[src/rtl/lqm_pkg.sv]
// Purpose: shared constants and carriers for the variance readout and link quality monitor
// Assumes: 20 MHz clock, APB register access, one word per register index
// Notes:   register byte address is four times the index
// Operation
// - variance data counts as valid only while the ready flag is set
// - 32-bit variance sum read through a 16-bit field, two reads needed
// - after freeze, first read gives low half, second read gives high half
// - monitor enable acts only while a valid 100 Mb link exists
// - threshold set to its maximum or minimum is never reported exceeded
// - first threshold violation since the last monitor register read raises the link quality interrupt when enabled
// - reading the monitor register clears warnings and re-arms the interrupt
// - warning bits 9 to 0 map to each parameter's high and low threshold
// - monitor register bits 14:10 ignore writes and read as zero
// - optional automatic 100 Mb link reset driven by monitor status
// - ready flag sets whenever a new variance sum is loaded while freeze is clear
// - freeze and ready clear after two consecutive variance data reads
package lqm_pkg;

    // register indices
    localparam logic [5:0] VAR_CTRL_IDX   = 6'h1A;
    localparam logic [5:0] VAR_DATA_IDX   = 6'h1B;
    localparam logic [5:0] LQM_IDX        = 6'h1D;
    localparam logic [5:0] AUTO_CTRL_IDX  = 6'h20;
    localparam logic [5:0] INT_STATUS_IDX = 6'h21;
    localparam logic [5:0] INT_ENABLE_IDX = 6'h22;
    localparam logic [5:0] INT_CLEAR_IDX  = 6'h23;

    // field positions
    localparam int VAR_READY_BIT  = 15;
    localparam int VAR_FREEZE_BIT = 3;
    localparam int VAR_TIMER_LSB  = 1;
    localparam int VAR_ENABLE_BIT = 0;
    localparam int MON_ENABLE_BIT = 15;
    localparam int AUTO_RESET_BIT = 0;
    localparam int INT_LQ_BIT     = 0;
    localparam int INT_VAR_BIT    = 1;

    // monitored parameters: index i owns warning bits 2i (low) and 2i+1 (high)
    localparam int N_PARAMS  = 5;
    localparam int N_WARN    = 10;
    localparam int N_INT     = 2;
    localparam int LQ_VAL_W  = 8;

    // reset values
    localparam logic [N_WARN-1:0] WARN_RESET = 10'h000;
    localparam logic [N_INT-1:0]  INT_RESET  = 2'h0;
    localparam logic [31:0]       DATA_RESET = 32'h0000_0000;
    localparam logic [1:0]        TIMER_RESET = 2'h0;

    typedef struct packed {
        logic [LQ_VAL_W-1:0] value;
        logic [LQ_VAL_W-1:0] high;
        logic [LQ_VAL_W-1:0] low;
    } lq_sample_type;

    typedef lq_sample_type [N_PARAMS-1:0] lq_bank_type;

    typedef struct packed {
        logic                link_meta;
        logic                link_ok;
        logic [31:0]         var_data;
        logic                var_ready;
        logic                freeze;
        logic [1:0]          var_timer;
        logic                var_enable;
        logic                read_high;
        logic                monitor_enable;
        logic [N_WARN-1:0]   warnings;
        logic                armed;
        logic                auto_reset_en;
        logic [N_INT-1:0]    int_status;
        logic [N_INT-1:0]    int_enable;
        logic                link_reset;
        logic [31:0]         prdata;
        logic                pslverr;
    } lqm_state_type;

    typedef struct packed {
        logic over_high;
        logic under_low;
    } thr_flags_type;

endpackage

[src/rtl/threshold_check.sv]
// Purpose: registered high/low threshold comparison for one monitored parameter
// Assumes: unsigned values, thresholds stable while compared
// Notes:   one cycle of latency from value to flag
`timescale 1ns/100ps
module threshold_check
    import lqm_pkg::*;
#(
    parameter int W = LQ_VAL_W
)
(
    // clock and reset
    input  wire logic          clock,
    input  wire logic          rst,
    // parameter and limits
    input  wire logic [W-1:0]  value,
    input  wire logic [W-1:0]  high,
    input  wire logic [W-1:0]  low,
    // flags
    output thr_flags_type      flags
);

    thr_flags_type st;
    thr_flags_type next_st;

    always_comb
    begin
        next_st = st;
        next_st.over_high = (high != {W{1'b1}}) && (value > high);
        next_st.under_low = (low != {W{1'b0}}) && (value < low);
    end

    always_ff @(posedge clock or posedge rst)
    begin
        if (rst)
            st <= '0;
        else
            st <= next_st;
    end

    assign flags = st;

    AST_MAX_NEVER_HIGH: assert property (@(posedge clock) disable iff (rst)
        (high == {W{1'b1}}) |=> !st.over_high)
        else $error("high flag set with threshold at maximum");

    AST_MIN_NEVER_LOW: assert property (@(posedge clock) disable iff (rst)
        (low == {W{1'b0}}) |=> !st.under_low)
        else $error("low flag set with threshold at minimum");

endmodule

[src/rtl/lqm_regs.sv]
// Purpose: variance sum readout and link quality monitor registers on APB
// Assumes: variance sum and parameters come from logic on the same clock
// Notes:   link valid arrives from another domain and is synchronised
//
// Register access over APB is this design's own decision.
`timescale 1ns/100ps
module lqm_regs
    import lqm_pkg::*;
#(
    parameter int ADDR_W = 8
)
(
    // clock and reset
    input  wire logic              clock,
    input  wire logic              rst,
    // apb slave
    input  wire logic [ADDR_W-1:0] paddr,
    input  wire logic              psel,
    input  wire logic              penable,
    input  wire logic              pwrite,
    input  wire logic [31:0]       pwdata,
    output logic [31:0]            prdata,
    output logic                   pready,
    output logic                   pslverr,
    // variance computation
    input  wire logic [31:0]       var_sum,
    input  wire logic              var_sum_load,
    output logic                   var_enable,
    output logic [1:0]             var_timer,
    // link quality
    input  wire logic              link_100_valid,
    input  wire lq_bank_type       lq_bank,
    output logic                   link_reset,
    // interrupt
    output logic                   irq
);

    lqm_state_type      st;
    lqm_state_type      next_st;
    thr_flags_type      flags [N_PARAMS];
    logic [N_WARN-1:0]  viol;
    logic               mon_active;
    logic               setup;
    logic               wr_access;
    logic               rd_access;
    logic [5:0]         idx;
    logic [31:0]        rd_word;
    logic               lq_event;

    function automatic logic [5:0] reg_index(input logic [ADDR_W-1:0] a);
        reg_index = a[7:2];
    endfunction

    function automatic logic is_mapped(input logic [ADDR_W-1:0] a);
        logic [5:0] i;
        i = reg_index(a);
        is_mapped = (a[1:0] == 2'h0) && ((a >> 8) == '0)
            && (i == VAR_CTRL_IDX || i == VAR_DATA_IDX || i == LQM_IDX
            || i == AUTO_CTRL_IDX || i == INT_STATUS_IDX || i == INT_ENABLE_IDX
            || i == INT_CLEAR_IDX);
    endfunction

    for (genvar g = 0; g < N_PARAMS; g++)
    begin : gen_thr
        threshold_check #(.W(LQ_VAL_W)) u_thr (
            .clock (clock),
            .rst   (rst),
            .value (lq_bank[g].value),
            .high  (lq_bank[g].high),
            .low   (lq_bank[g].low),
            .flags (flags[g])
        );
        // high on odd, low on even
        assign viol[2*g+1] = flags[g].over_high;
        assign viol[2*g]   = flags[g].under_low;
    end

    assign setup     = psel && !penable;
    assign wr_access = psel && penable && pwrite && is_mapped(paddr);
    assign rd_access = psel && penable && !pwrite && is_mapped(paddr);
    assign idx       = reg_index(paddr);
    assign mon_active = st.monitor_enable && st.link_ok;
    assign lq_event   = mon_active && (|viol) && (st.armed || (rd_access && idx == LQM_IDX));

    // read word mux, sampled in the setup cycle so prdata is a flop
    always_comb
    begin
        rd_word = 32'h0000_0000;
        unique case (idx)
            VAR_CTRL_IDX:
            begin
                rd_word[VAR_READY_BIT]  = st.var_ready;
                rd_word[VAR_FREEZE_BIT] = st.freeze;
                rd_word[VAR_TIMER_LSB+:2] = st.var_timer;
                rd_word[VAR_ENABLE_BIT] = st.var_enable;
            end
            VAR_DATA_IDX:   rd_word[15:0] = st.read_high ? st.var_data[31:16]
                                                         : st.var_data[15:0];
            LQM_IDX:
            begin
                rd_word[MON_ENABLE_BIT] = st.monitor_enable;
                rd_word[N_WARN-1:0]     = st.warnings;
            end
            AUTO_CTRL_IDX:  rd_word[AUTO_RESET_BIT] = st.auto_reset_en;
            INT_STATUS_IDX: rd_word[N_INT-1:0] = st.int_status;
            INT_ENABLE_IDX: rd_word[N_INT-1:0] = st.int_enable;
            default:        rd_word = 32'h0000_0000;
        endcase
    end

    always_comb
    begin
        next_st = st;
        next_st.link_meta  = link_100_valid;
        next_st.link_ok    = st.link_meta;
        next_st.link_reset = 1'b0;

        if (setup)
        begin
            // refused addresses read zero, never a neighbour's data
            next_st.prdata  = is_mapped(paddr) ? rd_word : 32'h0000_0000;
            next_st.pslverr = !is_mapped(paddr);
        end

        if (wr_access)
        begin
            unique case (idx)
                VAR_CTRL_IDX:
                begin
                    next_st.freeze     = pwdata[VAR_FREEZE_BIT];
                    next_st.var_timer  = pwdata[VAR_TIMER_LSB+:2];
                    next_st.var_enable = pwdata[VAR_ENABLE_BIT];
                    if (pwdata[VAR_FREEZE_BIT])
                        next_st.read_high = 1'b0;
                end
                LQM_IDX:        next_st.monitor_enable = pwdata[MON_ENABLE_BIT];
                AUTO_CTRL_IDX:  next_st.auto_reset_en  = pwdata[AUTO_RESET_BIT];
                INT_ENABLE_IDX: next_st.int_enable     = pwdata[N_INT-1:0];
                INT_CLEAR_IDX:  next_st.int_status     = st.int_status & ~pwdata[N_INT-1:0];
                default:        next_st.int_enable     = st.int_enable;
            endcase
        end

        if (rd_access && idx == VAR_DATA_IDX)
        begin
            if (st.read_high)
            begin
                next_st.read_high = 1'b0;
                next_st.freeze    = 1'b0;
                next_st.var_ready = 1'b0;
            end
            else
                next_st.read_high = 1'b1;
        end

        if (rd_access && idx == LQM_IDX)
        begin
            next_st.warnings = WARN_RESET;
            next_st.armed    = 1'b1;
        end

        if (mon_active)
            next_st.warnings = next_st.warnings | viol;

        if (lq_event)
        begin
            next_st.armed = 1'b0;
            next_st.int_status[INT_LQ_BIT] = 1'b1;
            next_st.link_reset = st.auto_reset_en;
        end

        if (var_sum_load && !st.freeze)
        begin
            next_st.var_data  = var_sum;
            next_st.var_ready = 1'b1;
            next_st.read_high = 1'b0;
            next_st.int_status[INT_VAR_BIT] = 1'b1;
        end
    end

    always_ff @(posedge clock or posedge rst)
    begin
        if (rst)
        begin
            st            <= '0;
            st.var_data   <= DATA_RESET;
            st.var_timer  <= TIMER_RESET;
            st.warnings   <= WARN_RESET;
            st.int_status <= INT_RESET;
            st.int_enable <= INT_RESET;
            // disarmed until the first monitor read
            st.armed      <= 1'b0;
        end
        else
            st <= next_st;
    end

    // zero wait states: the word was captured in the setup cycle
    assign pready     = psel && penable;
    assign prdata     = st.prdata;
    assign pslverr    = st.pslverr;
    assign var_enable = st.var_enable;
    assign var_timer  = st.var_timer;
    assign link_reset = st.link_reset;
    assign irq        = |(st.int_status & st.int_enable);

    AST_READY_ON_LOAD: assert property (@(posedge clock) disable iff (rst)
        (var_sum_load && !st.freeze) |=> st.var_ready && st.var_data == $past(var_sum))
        else $error("load did not set ready with new sum");

    AST_FROZEN_STABLE: assert property (@(posedge clock) disable iff (rst)
        st.freeze |=> $stable(st.var_data))
        else $error("variance data changed while frozen");

    AST_HALF_ORDER: assert property (@(posedge clock) disable iff (rst)
        (setup && !pwrite && is_mapped(paddr) && idx == VAR_DATA_IDX && !st.read_high)
        |=> st.prdata[15:0] == $past(st.var_data[15:0]) && st.prdata[31:16] == 16'h0000)
        else $error("first variance read not low half");

    AST_HIGH_SECOND: assert property (@(posedge clock) disable iff (rst)
        (rd_access && idx == VAR_DATA_IDX && !st.read_high && !var_sum_load)
        |=> st.read_high)
        else $error("second variance read would not give high half");

    AST_AUTO_CLEAR: assert property (@(posedge clock) disable iff (rst)
        (rd_access && idx == VAR_DATA_IDX && st.read_high && st.freeze)
        |=> !st.freeze && !st.var_ready)
        else $error("freeze or ready not cleared after two reads");

    AST_NO_LINK_NO_WARN: assert property (@(posedge clock) disable iff (rst)
        !st.link_ok |=> (st.warnings & ~$past(st.warnings)) == '0)
        else $error("warning set without valid link");

    AST_VIOL_MAP: assert property (@(posedge clock) disable iff (rst)
        (mon_active && flags[4].over_high) |=> st.warnings[9])
        else $error("frequency control high warning not at bit 9");

    AST_READ_CLEARS: assert property (@(posedge clock) disable iff (rst)
        (rd_access && idx == LQM_IDX && !mon_active) |=> st.warnings == '0 && st.armed)
        else $error("monitor read did not clear and re-arm");

    AST_STICKY: assert property (@(posedge clock) disable iff (rst)
        (st.warnings[0] && !(rd_access && idx == LQM_IDX)) |=> st.warnings[0])
        else $error("warning dropped without a read");

    AST_EVENT_IRQ: assert property (@(posedge clock) disable iff (rst)
        (lq_event && st.int_enable[INT_LQ_BIT] && !psel) |=> irq [*2])
        else $error("violation did not raise enabled interrupt");

    AST_RESERVED_ZERO: assert property (@(posedge clock) disable iff (rst)
        (setup && idx == LQM_IDX) |=> st.prdata[14:10] == 5'h00)
        else $error("reserved monitor bits not zero");

    AST_LINK_RESET: assert property (@(posedge clock) disable iff (rst)
        (lq_event && st.auto_reset_en) |=> link_reset ##1 !link_reset)
        else $error("auto link reset pulse missing");

    AST_UNMAPPED_ERR: assert property (@(posedge clock) disable iff (rst)
        (setup && !is_mapped(paddr)) |=> pslverr && prdata == 32'h0000_0000)
        else $error("refused address did not give error and zero");

    AST_MAPPED_OK: assert property (@(posedge clock) disable iff (rst)
        (setup && is_mapped(paddr)) |=> !pslverr)
        else $error("mapped address gave an error");

    AST_ENABLE_WRITE: assert property (@(posedge clock) disable iff (rst)
        (wr_access && idx == LQM_IDX) |=> st.monitor_enable == $past(pwdata[MON_ENABLE_BIT]))
        else $error("monitor enable not taken from bit 15");

    AST_DATA_UPPER_ZERO: assert property (@(posedge clock) disable iff (rst)
        (setup && idx == VAR_DATA_IDX) |=> st.prdata[31:16] == 16'h0000)
        else $error("variance data upper bits not zero");

    AST_SECOND_HIGH: assert property (@(posedge clock) disable iff (rst)
        (setup && !pwrite && is_mapped(paddr) && idx == VAR_DATA_IDX && st.read_high)
        |=> st.prdata[15:0] == $past(st.var_data[31:16]))
        else $error("second variance read not high half");

    AST_READY_HOLDS: assert property (@(posedge clock) disable iff (rst)
        (st.var_ready && !(rd_access && idx == VAR_DATA_IDX)) |=> st.var_ready)
        else $error("ready dropped without data reads");

    AST_FROZEN_NO_READY: assert property (@(posedge clock) disable iff (rst)
        (var_sum_load && st.freeze && !st.var_ready) |=> !st.var_ready)
        else $error("frozen load raised ready");

    AST_STATUS_ON_LOAD: assert property (@(posedge clock) disable iff (rst)
        (var_sum_load && !st.freeze) |=> st.int_status[INT_VAR_BIT])
        else $error("load did not set variance status");

    AST_FREEZE_RESTARTS: assert property (@(posedge clock) disable iff (rst)
        (wr_access && idx == VAR_CTRL_IDX && pwdata[VAR_FREEZE_BIT])
        |=> st.freeze && !st.read_high)
        else $error("freeze write did not restart at low half");

    AST_EVENT_STATUS: assert property (@(posedge clock) disable iff (rst)
        lq_event |=> st.int_status[INT_LQ_BIT] && !st.armed)
        else $error("event did not set status and disarm");

    AST_DISARMED_QUIET: assert property (@(posedge clock) disable iff (rst)
        (!st.armed && !(rd_access && idx == LQM_IDX) && !wr_access)
        |=> $stable(st.int_status[INT_LQ_BIT]))
        else $error("status changed while disarmed");

    AST_READ_REARMS: assert property (@(posedge clock) disable iff (rst)
        (rd_access && idx == LQM_IDX && !lq_event) |=> st.armed)
        else $error("monitor read did not re-arm");

    AST_VIOL_MAP_LOW: assert property (@(posedge clock) disable iff (rst)
        (mon_active && flags[0].under_low) |=> st.warnings[0])
        else $error("equalizer low warning not at bit 0");

    AST_VIOL_MAP_MID: assert property (@(posedge clock) disable iff (rst)
        (mon_active && flags[2].over_high) |=> st.warnings[5])
        else $error("baseline wander high warning not at bit 5");

    AST_NO_ENABLE_NO_WARN: assert property (@(posedge clock) disable iff (rst)
        !st.monitor_enable |=> (st.warnings & ~$past(st.warnings)) == '0)
        else $error("warning set with monitor disabled");

    AST_LINK_SYNC: assert property (@(posedge clock) disable iff (rst)
        st.link_meta |=> st.link_ok)
        else $error("link valid lost in synchroniser");

    AST_NO_AUTO_NO_RESET: assert property (@(posedge clock) disable iff (rst)
        !st.auto_reset_en |=> !link_reset)
        else $error("link reset pulse without auto reset enabled");

    AST_INT_ENABLE_WRITE: assert property (@(posedge clock) disable iff (rst)
        (wr_access && idx == INT_ENABLE_IDX) |=> st.int_enable == $past(pwdata[N_INT-1:0]))
        else $error("interrupt enable write not taken");

    COV_VAR_READOUT: cover property (@(posedge clock) disable iff (rst)
        rd_access && idx == VAR_DATA_IDX && st.read_high && st.freeze);
    COV_LQ_IRQ: cover property (@(posedge clock) disable iff (rst) lq_event ##1 irq);
    COV_REARM: cover property (@(posedge clock) disable iff (rst)
        (rd_access && idx == LQM_IDX) ##[1:50] lq_event);
    COV_AUTO_RESET: cover property (@(posedge clock) disable iff (rst) link_reset);
    COV_FROZEN_LOAD: cover property (@(posedge clock) disable iff (rst) var_sum_load && st.freeze);

endmodule

[config.mk]
export PLATFORM = sky130hd
export DESIGN_NAME = lqm_regs
export DESIGN_NICKNAME = d
export VERILOG_FILES = /design/src/rtl/lqm_pkg.sv /design/src/rtl/threshold_check.sv /design/src/rtl/lqm_regs.sv
export SDC_FILE = /design/constraint.sdc
export NUM_CORES = 1
export LEC_CHECK = 0
export ABC_AREA = 1
export BUFFER_PORTS_ARGS = -buffer_cell sky130_fd_sc_hd__buf_2
export CAP_MARGIN = 10
export CORE_MARGIN = 8
export CORE_UTILIZATION = 45
export DETAILED_ROUTE_END_ITERATION = 10
export HOLD_SLACK_MARGIN = 0.08
export PLACE_DENSITY = 0.77
export SYNTH_ARGS = -nofsm -noshare
export SYNTH_HDL_FRONTEND = slang
export SYNTH_SLANG_ARGS = --single-unit
export TNS_END_PERCENT = 1
[constraint.sdc]
create_clock -name clock -period 2.18 [get_ports clock]
set_input_delay 0.109 -clock clock [delete_from_list [all_inputs] [get_ports clock]]
set_output_delay 0.109 -clock clock [all_outputs]
set_load 0.01 [all_outputs]
==> impl_metrics.ini <==
[logic_synthesis]
mappedNetlistArea_sq_um = 6127
synth_area_in_adders_pct = 15.32
ys.warnings.count = 0
synth_compound_area_share_pct = 11.19
synth_area_leaders = dfrtp_1 (35%), ha_1 (15%), nand2_1 (14%)
synth_ff_type = dfrtp_1
synth-simple-area-share_pct = 24.40
synth_top_cells_by_count = nand2_1 (222), inv_1 (137), dfrtp_1 (85), ha_1 (75), o21ai_0 (56)
synthMostInstantiatedCell = nand2_1
syn_area_per_cell_sq_um = 7.574
synth_top_cell_area_share_pct = 34.72
synth_top_cell_by_area = dfrtp_1
synth_cell_types = 33
synth_xor_area_share_pct = 0
synth_async_sr_flop_share_pct = 100.0
synth.area.mux_share_pct = 0.1634
synth-edff-count = 0
syn-instance-count = 809
synth_top_family_by_area = simple AND/OR/NAND/NOR gates
synth-seq-area-share_pct = 34.72
ys_ff_latch = 85

[placed_design]
detailedPlacementHpwl_microns = 12940
post_place_cell_area_sq_um = 7106
place.port_buffers = 194
routabilityCongestion = 0.8112

[floorplan]
io-pin-count = 238
die_area_sq_um = 17610
chip_width_microns = 132.7
initial_core_util_pct = 46.09
die_height_microns = 132.7
core_sq_um = 13300
std_cell_rows = 42

[grt]
grt_start_max_net_pins = 49
grt_antenna_before_repair = 1
grt_pass1_wl_microns = 26830
grt_pass1_vias = 5951
globalRouteOverflowTotal = 0
grt_util_all_layers_pct = 18.03

[detailed_routing]
average_detailed_routed_wire_length_per_instance_microns = 13.15
vias = 5797
number_of_design_rule_violations_left_after_detail_routing = 0
drtAntennaViolNets = 0
drt_iter0_markers = 304
firstDrtPassIters = 6
routed_via_density = 4.815
routed_wl_microns = 15830

[critical_path]
timing_worst_setup_path_type = flop to flop
delay_heaviest_family_cp = buffers and inverters
cp_num_buf_inv = 1
setup.worst_path.end_class = flop
crit_path_top_delay_cell = clkinv_1
most_frequent_cell_on_the_critical_path = nand3_1
endpoint_required_time_on_the_critical_path_ns = 2.40
arrival_ns = 1.68
worst-path-max-fanout = 18
crit_path_start_kind = flop
timing.critical_path.cells = clkinv_1, o211ai_1, nand3_1, nand3_1, nand2_1
largest_stage_delay_worst_path_ns = 0.37

[finish]
post_route_cells_drive_above_1_share_pct = 23.37
final_area_sq_um = 7756
area.growth.synth_to_final_pct = 26.59
multiInputGateArea_sq_um = 3197
seqCellArea_sq_um = 2127
layout.nets = 1297
fill_cells = 1188

[timing]
timing_worst_slew_pin_value_ns = 0.6519
period_needed_ns = 1.456
finalClockSkew_ns = 0.007327
slew_headroom_pct = 56.49
final-hold-violation-count = 0
grt_setup_unrepaired = false
aggregate_negative_setup_slack_ns = 0
setup_viol = 0
hold-worst-slack_ns = 0.09317
max_clock_freq_mhz = 686.6
final_min_period_over_clock_period_pct = 66.81
finalMaxSlewViolations = 0

[cts]
clock-root-buffer = clkbuf_16
cts.htree.levels = 3
clk_pin_slew_worst_paths_ns = 0.06
clock_sink_count = 85
post_cts_resize_count = 0
clk-insertion-delay-late_ns = 0.33
max-clock-path-buffers = 2
cts_buffers = 9
cts_tree = built

[min_path]
worst_hold_path_type = primary input to flop

[job]
max-cap-violations = 0

[power]
static-leakage-power_nw = 4.483
power.ir.vdd_worst_mv = 0.4520
power_density_nw_per_um2 = 494.4

[status]
status = finished, final reports clean
[cell families after synthesis]
logic type,after synthesis
adder cells (fa/ha/maj),75
multiplexers,1
other,1
AND/OR/NAND/NOR,331
AO/OA/AOI/OAI,124
flip-flops,85
buffers and inverters,192
[routing by layer]
layer / track usage, % / routed length (microns)
met1: 21.76 / 6942
met2: 31.71 / 7830
met3: 4.239 / 885
met4: 4.164 / 169
met5: 0 / 0
[state kept, by name (all words and copies together), names as in the netlist]
name and flops:
st 53, next_st 1, pslverr 1, link_reset 1, var_enable 1, prdata 16
gen_thr.u_thr.flags 10, var_timer 2
[power by group]
group          leakage, nW  internal, mW  total [mW]  switching [mW]
registers             1.01          1.66        1.69          0.0344
logic                 3.35         0.349       0.786           0.437
clock network        0.127         0.791        1.35           0.563
total                 4.48          2.80        3.83            1.03
[timing repair]
item,in CTS,in global routing
setup endpoints to repair,0,0
endpoints found under the hold margin,57,0
buffers inserted,0,0
hold buffers,38,0
[layout by cell type (no fill, tap or decap), drive strengths merged]
| cell | Yosys | layout |
|---|---|---|
| o32ai | 1 | 1 |
| nand3 | 24 | 24 |
| inv | 142 | 141 |
| clkbuf | 7 | 11 |
| nand3b | 4 | 4 |
| mux2i | 1 | 1 |
| diode | 0 | 1 |
| nand4 | 29 | 29 |
| a211oi | 5 | 5 |
| o21a | 2 | 2 |
| dfrtp | 85 | 85 |
| a21oi | 43 | 43 |
| dlygate4sd3 | 0 | 38 |
| conb | 1 | 16 |
| nor2 | 39 | 39 |
| nand2 | 224 | 224 |
| nor3 | 8 | 8 |
| o211ai | 10 | 10 |
| buf | 42 | 199 |
| o21ai | 63 | 63 |
| clkinvlp | 0 | 3 |
| ha | 75 | 75 |
| nor4 | 3 | 3 |
| clkinv | 1 | 3 |
[through the flow]
stage / utilization (%) / total power [mW] / cells / setup slack [ns]
after global routing: 58.34 / 4.071 / 1204 / 0.5931
final: 58.34 / 3.834 / 1204 / 0.7236
after floorplan: - / 2.160 / 824 / 0.9142
after detailed placement: 53.44 / 2.453 / 1150 / 0.7312
after CTS: 58.32 / 3.862 / 1203 / 0.7545
after global placement: 53.44 / 2.428 / 1150 / 0.7317
[cell type report]
| type | instances | share of cell area, % |
|---|---|---|
| sequential | 85 | 27.42 |
| clock buffer | 11 | 3.130 |
| clock inverter | 4 | 0.3226 |
| multi-input combinational | 547 | 41.22 |
| inverter | 143 | 6.969 |
| antenna | 1 | 0.03226 |
| tap | 176 | 2.839 |
| timing repair buffer | 237 | 18.07 |
[path summary, 6_finish.rpt]
check,from,to,slack [ns],depth (start not counted)
min reg2reg,next_st[89],st[89],0.35,0
max in group asynchronous,rst,st[37],1.23,4
min,pwdata[3],st[51],0.09,4
max reg2reg,st[51],prdata[2],0.72,5
min in group asynchronous,rst,prdata[1],0.35,3
max,st[51],prdata[2],0.72,5
[tightest hold or removal path, stage by stage]
cell and delay, ns:
buf_2 0.11, nand2_1 0.06, nand2_1 0.06, nand2_1 0.05
Power figures use the tool's default switching activity.
